<file path="src/rtl/wcf_regs.vh">
`ifndef WCF_REGS_VH
`define WCF_REGS_VH

// ------------------------------------------------------------
// Register byte addresses
// ------------------------------------------------------------
`define WCF_OFS_WAKE_CONTROL 16'h5800
`define WCF_OFS_WAKE_FILTER_ENABLE 16'h5808
`define WCF_OFS_WAKE_STATUS 16'h5810
`define WCF_OFS_IRQ_STATUS 16'h5880
`define WCF_OFS_IRQ_MASK 16'h5884

// ------------------------------------------------------------
// Wake control fields
// ------------------------------------------------------------
`define WCF_WC_APM_WAKE_EN 0
`define WCF_WC_PM_EVENT_ENABLE 1
`define WCF_WC_PM_EVENT_FLAG 2
`define WCF_WC_APM_ASSERT_WAKE 3
`define WCF_WC_LINK_CHANGE_APM_WAKE_EN 4
`define WCF_WC_LINK_CHANGE_APM_OVERRIDE 5
`define WCF_WC_TCO1_ALLOC_FOR_WAKE 6
`define WCF_WC_TCO1_WAKE_FILTER_EN 7
`define WCF_WC_TCO0_ALLOC_FOR_WAKE 8
`define WCF_WC_TCO0_WAKE_FILTER_EN 9
`define WCF_WC_RESET 10'h000

// ------------------------------------------------------------
// Wake filter enable fields
// ------------------------------------------------------------
`define WCF_WF_LINK_CHANGE_WAKE_EN 0
`define WCF_WF_WAKE_PATTERN_FRAME_EN 1
`define WCF_WF_IGNORE_MGMT_PACKETS 15
`define WCF_WF_FLEX_LSB 16
`define WCF_WF_MASK 32'h000F80FF
`define WCF_WF_RESET 32'h00000000

// ------------------------------------------------------------
// Wake status fields and mask
// ------------------------------------------------------------
`define WCF_WS_LINK_CHANGE 0
`define WCF_WS_TCO0 9
`define WCF_WS_TCO1 10
`define WCF_WS_MASK 32'h000F06FF
`define WCF_WS_RESET 32'h00000000

// ------------------------------------------------------------
// Interrupt status bits
// ------------------------------------------------------------
`define WCF_IRQ_WAKE_EVENT 0
`define WCF_IRQ_WAKE_STATUS 1
`define WCF_IRQ_RESET 2'h0

`endif

</file>
<file path="src/rtl/wcf_top.v">
`timescale 1ns/100ps
// Behaviour
// - Event enable and event flag clear while internal power-on reset is low.
// - Event enable and event flag also clear on rising edge of bus reset.
// - Other wake control bits reset only by the standard internal reset.
// - Bit 0 enables advanced power-management wake; loaded from nonvolatile memory.
// - Bit 1 is a read/write alias of the config-space event enable.
// - Bit 2 sets on wake event, mirrors config flag, write one clears.
// - Bit 3 with APM wake: pattern frame sets flag and drives wake output.
// - Bit 4 enables wake on link status change under APM.
// - Bit 5 makes APM settings govern link wake; loaded from nonvolatile memory.
// - Bit 6 allocates flexible manageability filter 1 to wake or manageability.
// - Bit 7 enables filter 1 for wake, only while bit 6 allocates it.
// - Bit 8 allocates filter 0; bit 9 enables it, only while allocated.
// - Filter bits 0 to 7 enable the predefined wake filters in order.
// - Filter bits 16 to 19 enable flexible wake filters 0 to 3.
// - Each filter enable bit turns its filter on at 1, off at 0.
// - Bit 15 set: packets passing manageability filtering never cause a wake event.
// - Matching criteria of each wake packet are recorded; write one clears.
`include "wcf_regs.vh"

module wcf_top #(
   parameter ADDR_W = 16
) (
   input wire pclk,
   input wire presetn,
   input wire psel,
   input wire penable,
   input wire pwrite,
   input wire [ADDR_W-1:0] paddr,
   input wire [31:0] pwdata,
   output reg [31:0] prdata,
   output reg pready,
   output reg pslverr,
   input wire por_n,
   input wire pci_rst_n,
   input wire nvm_load,
   input wire nvm_apm_wake_en,
   input wire nvm_link_change_apm_override,
   input wire cfg_pm_event_enable_wr,
   input wire cfg_pm_event_enable_data,
   input wire cfg_pm_event_flag_clr,
   input wire rx_pkt_valid,
   input wire [19:0] rx_pkt_match,
   input wire rx_pkt_mgmt,
   input wire link_change,
   output reg pm_event_enable,
   output reg pm_event_flag,
   output reg wake_out_n,
   output reg irq
);

   // ------------------------------------------------------------
   // Functions
   // ------------------------------------------------------------
   function addr_hit;
      input [ADDR_W-1:0] a;
      input [15:0] ofs;
      begin
         addr_hit = (a[15:0] == ofs);
      end
   endfunction

   // Write-one-to-clear with set winning over clear
   function [31:0] w1c_set;
      input [31:0] cur;
      input [31:0] clr;
      input [31:0] set;
      begin
         w1c_set = (cur & ~clr) | set;
      end
   endfunction

   // ------------------------------------------------------------
   // Pin synchronisers
   // ------------------------------------------------------------
   reg por_meta;
   reg por_sync;
   reg pci_meta;
   reg pci_sync;
   reg pci_sync_d;

   always @(posedge pclk or negedge presetn) begin
      if (!presetn) begin
         por_meta <= 1'b0;
         por_sync <= 1'b0;
         // Idle level of the bus reset pin, so leaving presetn shows no false rise
         pci_meta <= 1'b1;
         pci_sync <= 1'b1;
         pci_sync_d <= 1'b1;
      end else begin
         por_meta <= por_n;
         por_sync <= por_meta;
         pci_meta <= pci_rst_n;
         pci_sync <= pci_meta;
         pci_sync_d <= pci_sync;
      end
   end

   wire por_low = ~por_sync;
   // Deepest unpowered sleep is unsupported, so bus reset release also clears
   wire pci_rise = pci_sync & ~pci_sync_d;
   wire pm_clear = por_low | pci_rise;

   // ------------------------------------------------------------
   // Bus decode
   // ------------------------------------------------------------
   wire acc = psel & penable;
   wire done = acc & pready;
   wire wr_done = done & pwrite;
   wire hit_wc = addr_hit(paddr, `WCF_OFS_WAKE_CONTROL);
   wire hit_wf = addr_hit(paddr, `WCF_OFS_WAKE_FILTER_ENABLE);
   wire hit_ws = addr_hit(paddr, `WCF_OFS_WAKE_STATUS);
   wire hit_is = addr_hit(paddr, `WCF_OFS_IRQ_STATUS);
   wire hit_im = addr_hit(paddr, `WCF_OFS_IRQ_MASK);
   wire hit_any = hit_wc | hit_wf | hit_ws | hit_is | hit_im;
   wire wr_wc = wr_done & hit_wc;
   wire wr_wf = wr_done & hit_wf;
   wire wr_ws = wr_done & hit_ws;
   wire wr_is = wr_done & hit_is;
   wire wr_im = wr_done & hit_im;

   // ------------------------------------------------------------
   // Registers
   // ------------------------------------------------------------
   reg apm_wake_en;
   reg apm_assert_wake;
   reg link_change_apm_wake_en;
   reg link_change_apm_override;
   reg tco1_alloc_for_wake;
   reg tco1_wake_filter_en;
   reg tco0_alloc_for_wake;
   reg tco0_wake_filter_en;
   reg [31:0] wake_filter_enable;
   reg [31:0] wake_status;
   reg [1:0] irq_status;
   reg [1:0] irq_mask;

   // ------------------------------------------------------------
   // Wake qualification
   // ------------------------------------------------------------
   wire tco0_on = tco0_alloc_for_wake & tco0_wake_filter_en;
   wire tco1_on = tco1_alloc_for_wake & tco1_wake_filter_en;
   wire [31:0] pkt_enables;
   // Flexible filter enables are gated one for one
   assign pkt_enables = {12'h000,
                         wake_filter_enable[`WCF_WF_FLEX_LSB+3:`WCF_WF_FLEX_LSB],
                         5'h00, tco1_on, tco0_on, 1'b0,
                         wake_filter_enable[7:1], 1'b0};
   wire [31:0] pkt_hits = {12'h000, rx_pkt_match} & pkt_enables;
   wire mgmt_block = wake_filter_enable[`WCF_WF_IGNORE_MGMT_PACKETS] & rx_pkt_mgmt;
   wire pkt_wake = rx_pkt_valid & (|pkt_hits) & ~mgmt_block;

   // Override moves link wake from the filter bit to the APM settings
   wire link_en = link_change_apm_override ?
                  (apm_wake_en & link_change_apm_wake_en) :
                  wake_filter_enable[`WCF_WF_LINK_CHANGE_WAKE_EN];
   wire link_wake = link_change & link_en;

   // APM pattern-frame wake ignores the filter enables except bit 15, which still blocks manageability packets
   wire apm_wake = rx_pkt_valid & rx_pkt_match[`WCF_WF_WAKE_PATTERN_FRAME_EN] &
                   apm_wake_en & apm_assert_wake & ~mgmt_block;
   wire wake_event = pkt_wake | link_wake | apm_wake;

   wire [31:0] status_set = ({32{pkt_wake}} & pkt_hits) |
                            ({31'h0, link_wake} << `WCF_WS_LINK_CHANGE) |
                            ({32{apm_wake}} & (32'h1 << `WCF_WF_WAKE_PATTERN_FRAME_EN));

   // ------------------------------------------------------------
   // Wake control, standard reset domain
   // ------------------------------------------------------------
   always @(posedge pclk or negedge presetn) begin
      if (!presetn) begin
         apm_wake_en <= 1'b0;
         apm_assert_wake <= 1'b0;
         link_change_apm_wake_en <= 1'b0;
         link_change_apm_override <= 1'b0;
         tco1_alloc_for_wake <= 1'b0;
         tco1_wake_filter_en <= 1'b0;
         tco0_alloc_for_wake <= 1'b0;
         tco0_wake_filter_en <= 1'b0;
      end else begin
         if (wr_wc) begin
            apm_wake_en <= pwdata[`WCF_WC_APM_WAKE_EN];
            apm_assert_wake <= pwdata[`WCF_WC_APM_ASSERT_WAKE];
            link_change_apm_wake_en <= pwdata[`WCF_WC_LINK_CHANGE_APM_WAKE_EN];
            link_change_apm_override <= pwdata[`WCF_WC_LINK_CHANGE_APM_OVERRIDE];
            tco1_alloc_for_wake <= pwdata[`WCF_WC_TCO1_ALLOC_FOR_WAKE];
            tco1_wake_filter_en <= pwdata[`WCF_WC_TCO1_WAKE_FILTER_EN];
            tco0_alloc_for_wake <= pwdata[`WCF_WC_TCO0_ALLOC_FOR_WAKE];
            tco0_wake_filter_en <= pwdata[`WCF_WC_TCO0_WAKE_FILTER_EN];
         end else if (nvm_load) begin
            // Initialisation load; a software write in the same cycle wins
            apm_wake_en <= nvm_apm_wake_en;
            link_change_apm_override <= nvm_link_change_apm_override;
         end
      end
   end

   // ------------------------------------------------------------
   // Event enable and flag, also cleared by the power resets
   // ------------------------------------------------------------
   always @(posedge pclk or negedge presetn) begin
      if (!presetn) begin
         pm_event_enable <= 1'b0;
         pm_event_flag <= 1'b0;
      end else if (pm_clear) begin
         pm_event_enable <= 1'b0;
         pm_event_flag <= 1'b0;
      end else begin
         if (wr_wc) begin
            pm_event_enable <= pwdata[`WCF_WC_PM_EVENT_ENABLE];
         end else if (cfg_pm_event_enable_wr) begin
            pm_event_enable <= cfg_pm_event_enable_data;
         end
         // A wake arriving with a clear keeps the flag set
         if (wake_event) begin
            pm_event_flag <= 1'b1;
         end else if ((wr_wc & pwdata[`WCF_WC_PM_EVENT_FLAG]) | cfg_pm_event_flag_clr) begin
            pm_event_flag <= 1'b0;
         end
      end
   end

   // ------------------------------------------------------------
   // Filter enable and wake status
   // ------------------------------------------------------------
   always @(posedge pclk or negedge presetn) begin
      if (!presetn) begin
         wake_filter_enable <= `WCF_WF_RESET;
      end else if (wr_wf) begin
         wake_filter_enable <= pwdata & `WCF_WF_MASK;
      end
   end

   // Bus reset does not touch the record; power-on reset clears it, as does presetn
   always @(posedge pclk or negedge presetn) begin
      if (!presetn) begin
         wake_status <= `WCF_WS_RESET;
      end else if (por_low) begin
         wake_status <= `WCF_WS_RESET;
      end else begin
         wake_status <= w1c_set(wake_status,
                                {32{wr_ws}} & pwdata,
                                status_set) & `WCF_WS_MASK;
      end
   end

   // ------------------------------------------------------------
   // Interrupt status and mask
   // ------------------------------------------------------------
   wire [1:0] irq_set = {(|status_set), wake_event};

   always @(posedge pclk or negedge presetn) begin
      if (!presetn) begin
         irq_status <= `WCF_IRQ_RESET;
         irq_mask <= `WCF_IRQ_RESET;
         irq <= 1'b0;
      end else begin
         irq_status <= (irq_status & ~({2{wr_is}} & pwdata[1:0])) | irq_set;
         if (wr_im) begin
            irq_mask <= pwdata[1:0];
         end
         irq <= |(irq_status & irq_mask);
      end
   end

   // ------------------------------------------------------------
   // Wake pin
   // ------------------------------------------------------------
   // Asserted while the flag stands and either config enable or APM asks
   always @(posedge pclk or negedge presetn) begin
      if (!presetn) begin
         wake_out_n <= 1'b1;
      end else begin
         wake_out_n <= ~(pm_event_flag & (pm_event_enable |
                         (apm_wake_en & apm_assert_wake)));
      end
   end

   // ------------------------------------------------------------
   // Read mux
   // ------------------------------------------------------------
   reg [31:0] rd_val;

   always @* begin
      rd_val = 32'h00000000;
      if (hit_wc) begin
         rd_val[`WCF_WC_APM_WAKE_EN] = apm_wake_en;
         rd_val[`WCF_WC_PM_EVENT_ENABLE] = pm_event_enable;
         rd_val[`WCF_WC_PM_EVENT_FLAG] = pm_event_flag;
         rd_val[`WCF_WC_APM_ASSERT_WAKE] = apm_assert_wake;
         rd_val[`WCF_WC_LINK_CHANGE_APM_WAKE_EN] = link_change_apm_wake_en;
         rd_val[`WCF_WC_LINK_CHANGE_APM_OVERRIDE] = link_change_apm_override;
         rd_val[`WCF_WC_TCO1_ALLOC_FOR_WAKE] = tco1_alloc_for_wake;
         rd_val[`WCF_WC_TCO1_WAKE_FILTER_EN] = tco1_wake_filter_en;
         rd_val[`WCF_WC_TCO0_ALLOC_FOR_WAKE] = tco0_alloc_for_wake;
         rd_val[`WCF_WC_TCO0_WAKE_FILTER_EN] = tco0_wake_filter_en;
      end else if (hit_wf) begin
         rd_val = wake_filter_enable & `WCF_WF_MASK;
      end else if (hit_ws) begin
         rd_val = wake_status & `WCF_WS_MASK;
      end else if (hit_is) begin
         rd_val[1:0] = irq_status;
      end else if (hit_im) begin
         rd_val[1:0] = irq_mask;
      end
   end

   // ------------------------------------------------------------
   // Bus answer: one wait state, then ready for one cycle
   // ------------------------------------------------------------
   always @(posedge pclk or negedge presetn) begin
      if (!presetn) begin
         pready <= 1'b0;
         pslverr <= 1'b0;
         prdata <= 32'h00000000;
      end else begin
         pready <= acc & ~pready;
         pslverr <= acc & ~pready & ~hit_any;
         if (acc & ~pready & ~pwrite) begin
            prdata <= rd_val;
         end else begin
            prdata <= 32'h00000000;
         end
      end
   end

endmodule

</file>
<file path="config.mk">
export PLATFORM = sky130hd
export DESIGN_NAME = wcf_top
export DESIGN_NICKNAME = d
export VERILOG_FILES = /design/src/rtl/wcf_top.v
export VERILOG_INCLUDE_DIRS = /design/src /design/src/rtl
export SDC_FILE = /design/constraint.sdc
export NUM_CORES = 1
export LEC_CHECK = 0
export ABC_AREA = 0
export BUFFER_PORTS_ARGS = -buffer_cell sky130_fd_sc_hd__buf_4
export CAP_MARGIN = 10
export CORE_MARGIN = 10
export CORE_UTILIZATION = 48
export CTS_BUF_LIST = sky130_fd_sc_hd__clkbuf_2
export DETAILED_ROUTE_END_ITERATION = 7
export GPL_ROUTABILITY_DRIVEN = 0
export PLACE_DENSITY_LB_ADDON = 0.05
export SYNTH_ARGS = -nofsm -noshare
export SYNTH_HDL_FRONTEND = slang
export SYNTH_SLANG_ARGS = --single-unit
</file>
<file path="constraint.sdc">
create_clock -name pclk -period 1.82 [get_ports pclk]
set_input_delay 0.182 -clock pclk [delete_from_list [all_inputs] [get_ports pclk]]
set_output_delay 0.182 -clock pclk [all_outputs]
set_load 0.01 [all_outputs]
</file>
==> flow_summary.toml <==
[global_route]
grt_pass1_vias = 3004
grt_overflow = 0
antenna_found_initial = 0
grt_max_degree = 32
grt_pass1_wl_um = 15000
track_usage_pct = 18.5

[route]
drt-pass1-iter-count = 5
drtAntennaViolNets = 0
met1_length_um = 3960
drt_iter0_drc = 156
vias_per_cell = 5.48
vias = 2780
dr_wl_met3_um = 903
routed_wirelength_um = 9360
highest_layer = "met4"
route.detailed.drc = 0
wire_per_inst_um = 18.5
route.met2.wl_um = 4360

[critical_path]
start_kind = "flip-flop"
critPathKind = "flip-flop to flip-flop"
worstPathRequired_ns = 2.18
worstRegToRegCells = 5
cp-startpoint = "wake_filter_enable[2]$_DFFE_PN0P_"
reg2reg_from = "wake_filter_enable[2]$_DFFE_PN0P_"
r2r_setup_slack_ns = 0.26
cp-end-kind = "flip-flop"
r2r-end = "irq_status[1]$_DFF_PN0_"
crit_fanout = 4
cp-endpoint = "irq_status[1]$_DFF_PN0_"
crit_arrival_ns = 1.92

[yosys]
synthCells = 282
synth_area_um2 = 3190
synthDistinctLibCells = 50
syn_avg_cell_area_um2 = 11.3
synth_top_family_by_area = "simple AND/OR/NAND/NOR gates"
synth_top_cell_by_area = "dfrtp_1"
yosys_warnings = 0
ys_top_cells_by_count = "62 x dfrtp_1, 23 x nand2_1, 21 x a21oi_1, 16 x buf_4"
ys.flop_type = "dfrtp_1"
synth_edf_count = 0
yosysSeqAreaShare_pct = 51.9
synthAdderAreaFrac_pct = 0
async_flop_share_pct = 100
ys_seq_elements = 66
synthMuxAreaShare_pct = 10.3
synth_compound_area_share_pct = 13.4
yosysMostFrequentCell = "dfrtp_1"
yosys.area_share.simple_pct = 17.7
post-synth-top-area-fraction_pct = 48.6
synthTopCellsByArea = "dfrtp_1 49%, mux2_2 5.3%, mux2_4 4.7%"
synthXorXnorAreaFrac_pct = 0

[timing]
timing.final.ws_setup_ns = 0.261
min_period_over_period_pct = 85.7
clock_skew_ns = 0.0311
finalSetupViolCount = 0
drv_slew = 0
max_clock_freq_mhz = 641
finalHoldViolCount = 0
slew_headroom_pct = 65.0
rsz0062_at_grt = "no"
layout_min_cycle_time_ns = 1.56
worstMarginPinSlew_ns = 0.524

[die]
die_area_um2 = 10300
coreArea_um2 = 6420
die_x_um = 102
ios = 122
start_util_pct = 49.7
die_h_um = 102
num_rows = 29

[cts]
cts_max_level = 3
root_buffer = "clkbuf_2"
cts_setup_buffers = 0
numCtsBuffers = 9
clock_latency_ns = 0.49
path_clk_slew_ns = 0.18
cts_tree = "built"
cts.sinks = 66
clockBufferDepth = 2

[job]
drv_cap = 0

[cells_and_area]
drive_above_1_share_pct = 40.2
fillers = 485
finish.utilization_pct = 70.1
regArea_um2 = 1660
syn2layout_area_growth_pct = 41.0
multi_input_area_um2 = 1390
antenna_cells = 0
final_nets = 509

[pwr]
ir_drop_v = 0.000660
pwr_density_cell_nw_per_um2 = 628
leakagePower_uw = 0.00215

[placement]
place_ws_ns = -0.230
dpl.hpwl_um = 6880
io_buffers = 82

[worst_hold_path]
hold_path.class = "input pin to flip-flop"
whs_path_depth = 3

[status]
status = "completed"
## cells by family (layout without fill, tap and decap cells)
family                 Yosys count  in the layout
AOI/OAI and AO/OA               71             71
DFF                             66             66
and+or+nand+nor                 85             85
buffers and inverters           33            166
other                            1             16
muxes                           26             26
## state kept, by name, summed over array words and instances (netlist names), 2 cells and up
name,flops
prdata,16
wake_status,14
wake_filter_enable,13
irq_mask,2
irq_status,2
## per-layer routing
metal,global-route usage (%),up-vias
met5,0,-
met4,8.03,0
met3,5.38,17
met2,28.9,132
met1,23.3,1325
li1,-,1306
## where the power goes
part / switching, uW / internal, uW / total (uW)
sequential: 9.73 / 1480 / 1490
combinational: 146 / 174 / 320
clock: 546 / 466 / 1010
total: 702 / 2120 / 2830
## layout make-up
class,count,share of cell area [%]
sequential,66,36.8
multi-input combinational,198,31.0
timing repair buffer,144,26.5
tap,77,2.14
clock inverter,6,2.03
clock buffer,10,1.11
inverter,6,0.500
## metrics by stage
stage / area (um2) / power [uW] / std cells / TNS [ns] / hold WS (ns)
finish: 4500 / 2830 / 507 / 0 / 0.0350
global route: 4500 / 2950 / 507 / 0 / 0.0193
CTS: 4500 / 2850 / 507 / 0 / 0.00447
detailed placement: 4020 / 1780 / 457 / -9.16 / 0.139
global placement: 4020 / 1780 / 457 / -8.08 / 0.142
floorplan: 3270 / 1620 / 297 / -0.490 / -0.114
## cell usage in the layout (no fill, tap or decap), types with 3 or more instances in the layout
cell type / netlist / layout
a21oi_1: 21 / 21
a22oi_1: 15 / 15
a31oi_1: 3 / 3
and3_1: 3 / 3
buf_4: 16 / 108
clkbuf_2: 0 / 10
clkinv_4: 0 / 3
conb_1: 1 / 16
dfrtp_1: 62 / 62
dfstp_2: 4 / 4
dlygate4sd3_1: 0 / 34
inv_1: 6 / 6
mux2_2: 15 / 15
mux2_4: 10 / 10
nand2_1: 23 / 23
nand3_1: 14 / 14
nand4_1: 5 / 5
nor2_1: 6 / 6
nor3_1: 4 / 4
nor4_2: 3 / 3
nor4_4: 3 / 3
o211ai_1: 3 / 3
o21ai_0: 11 / 11
o21ai_1: 11 / 11
or4_4: 2 / 3
## worst min path at each step
stage	start	end	slack, ns
finish	penable	pready$_DFF_PN0_	0.03
global route	nvm_apm_wake_en	apm_wake_en$_DFFE_PN0P_	0.02
CTS	penable	pready$_DFF_PN0_	0.004
detailed placement	presetn	wake_filter_enable[18]$_DFFE_PN0P_	0.14
global placement	presetn	wake_filter_enable[18]$_DFFE_PN0P_	0.14
floorplan	presetn	apm_assert_wake$_DFFE_PN0P_	-0.11
## worst max-delay path, stage by stage, from the launching register on
cell      delay, ns
dfrtp_1        0.46
a222oi_1       0.42
nand3_1        0.12
o21ai_0        0.21
buf_4          0.16
o211ai_1       0.09
## timing repair
action | in CTS | in global routing
hold buffers | 34 | 0
setup endpoints to repair | 0 | 0
gates resized for setup | 0 | 0
endpoints found under the hold margin | 100 | 0
Note: power is estimated with default switching activity, not from simulation.
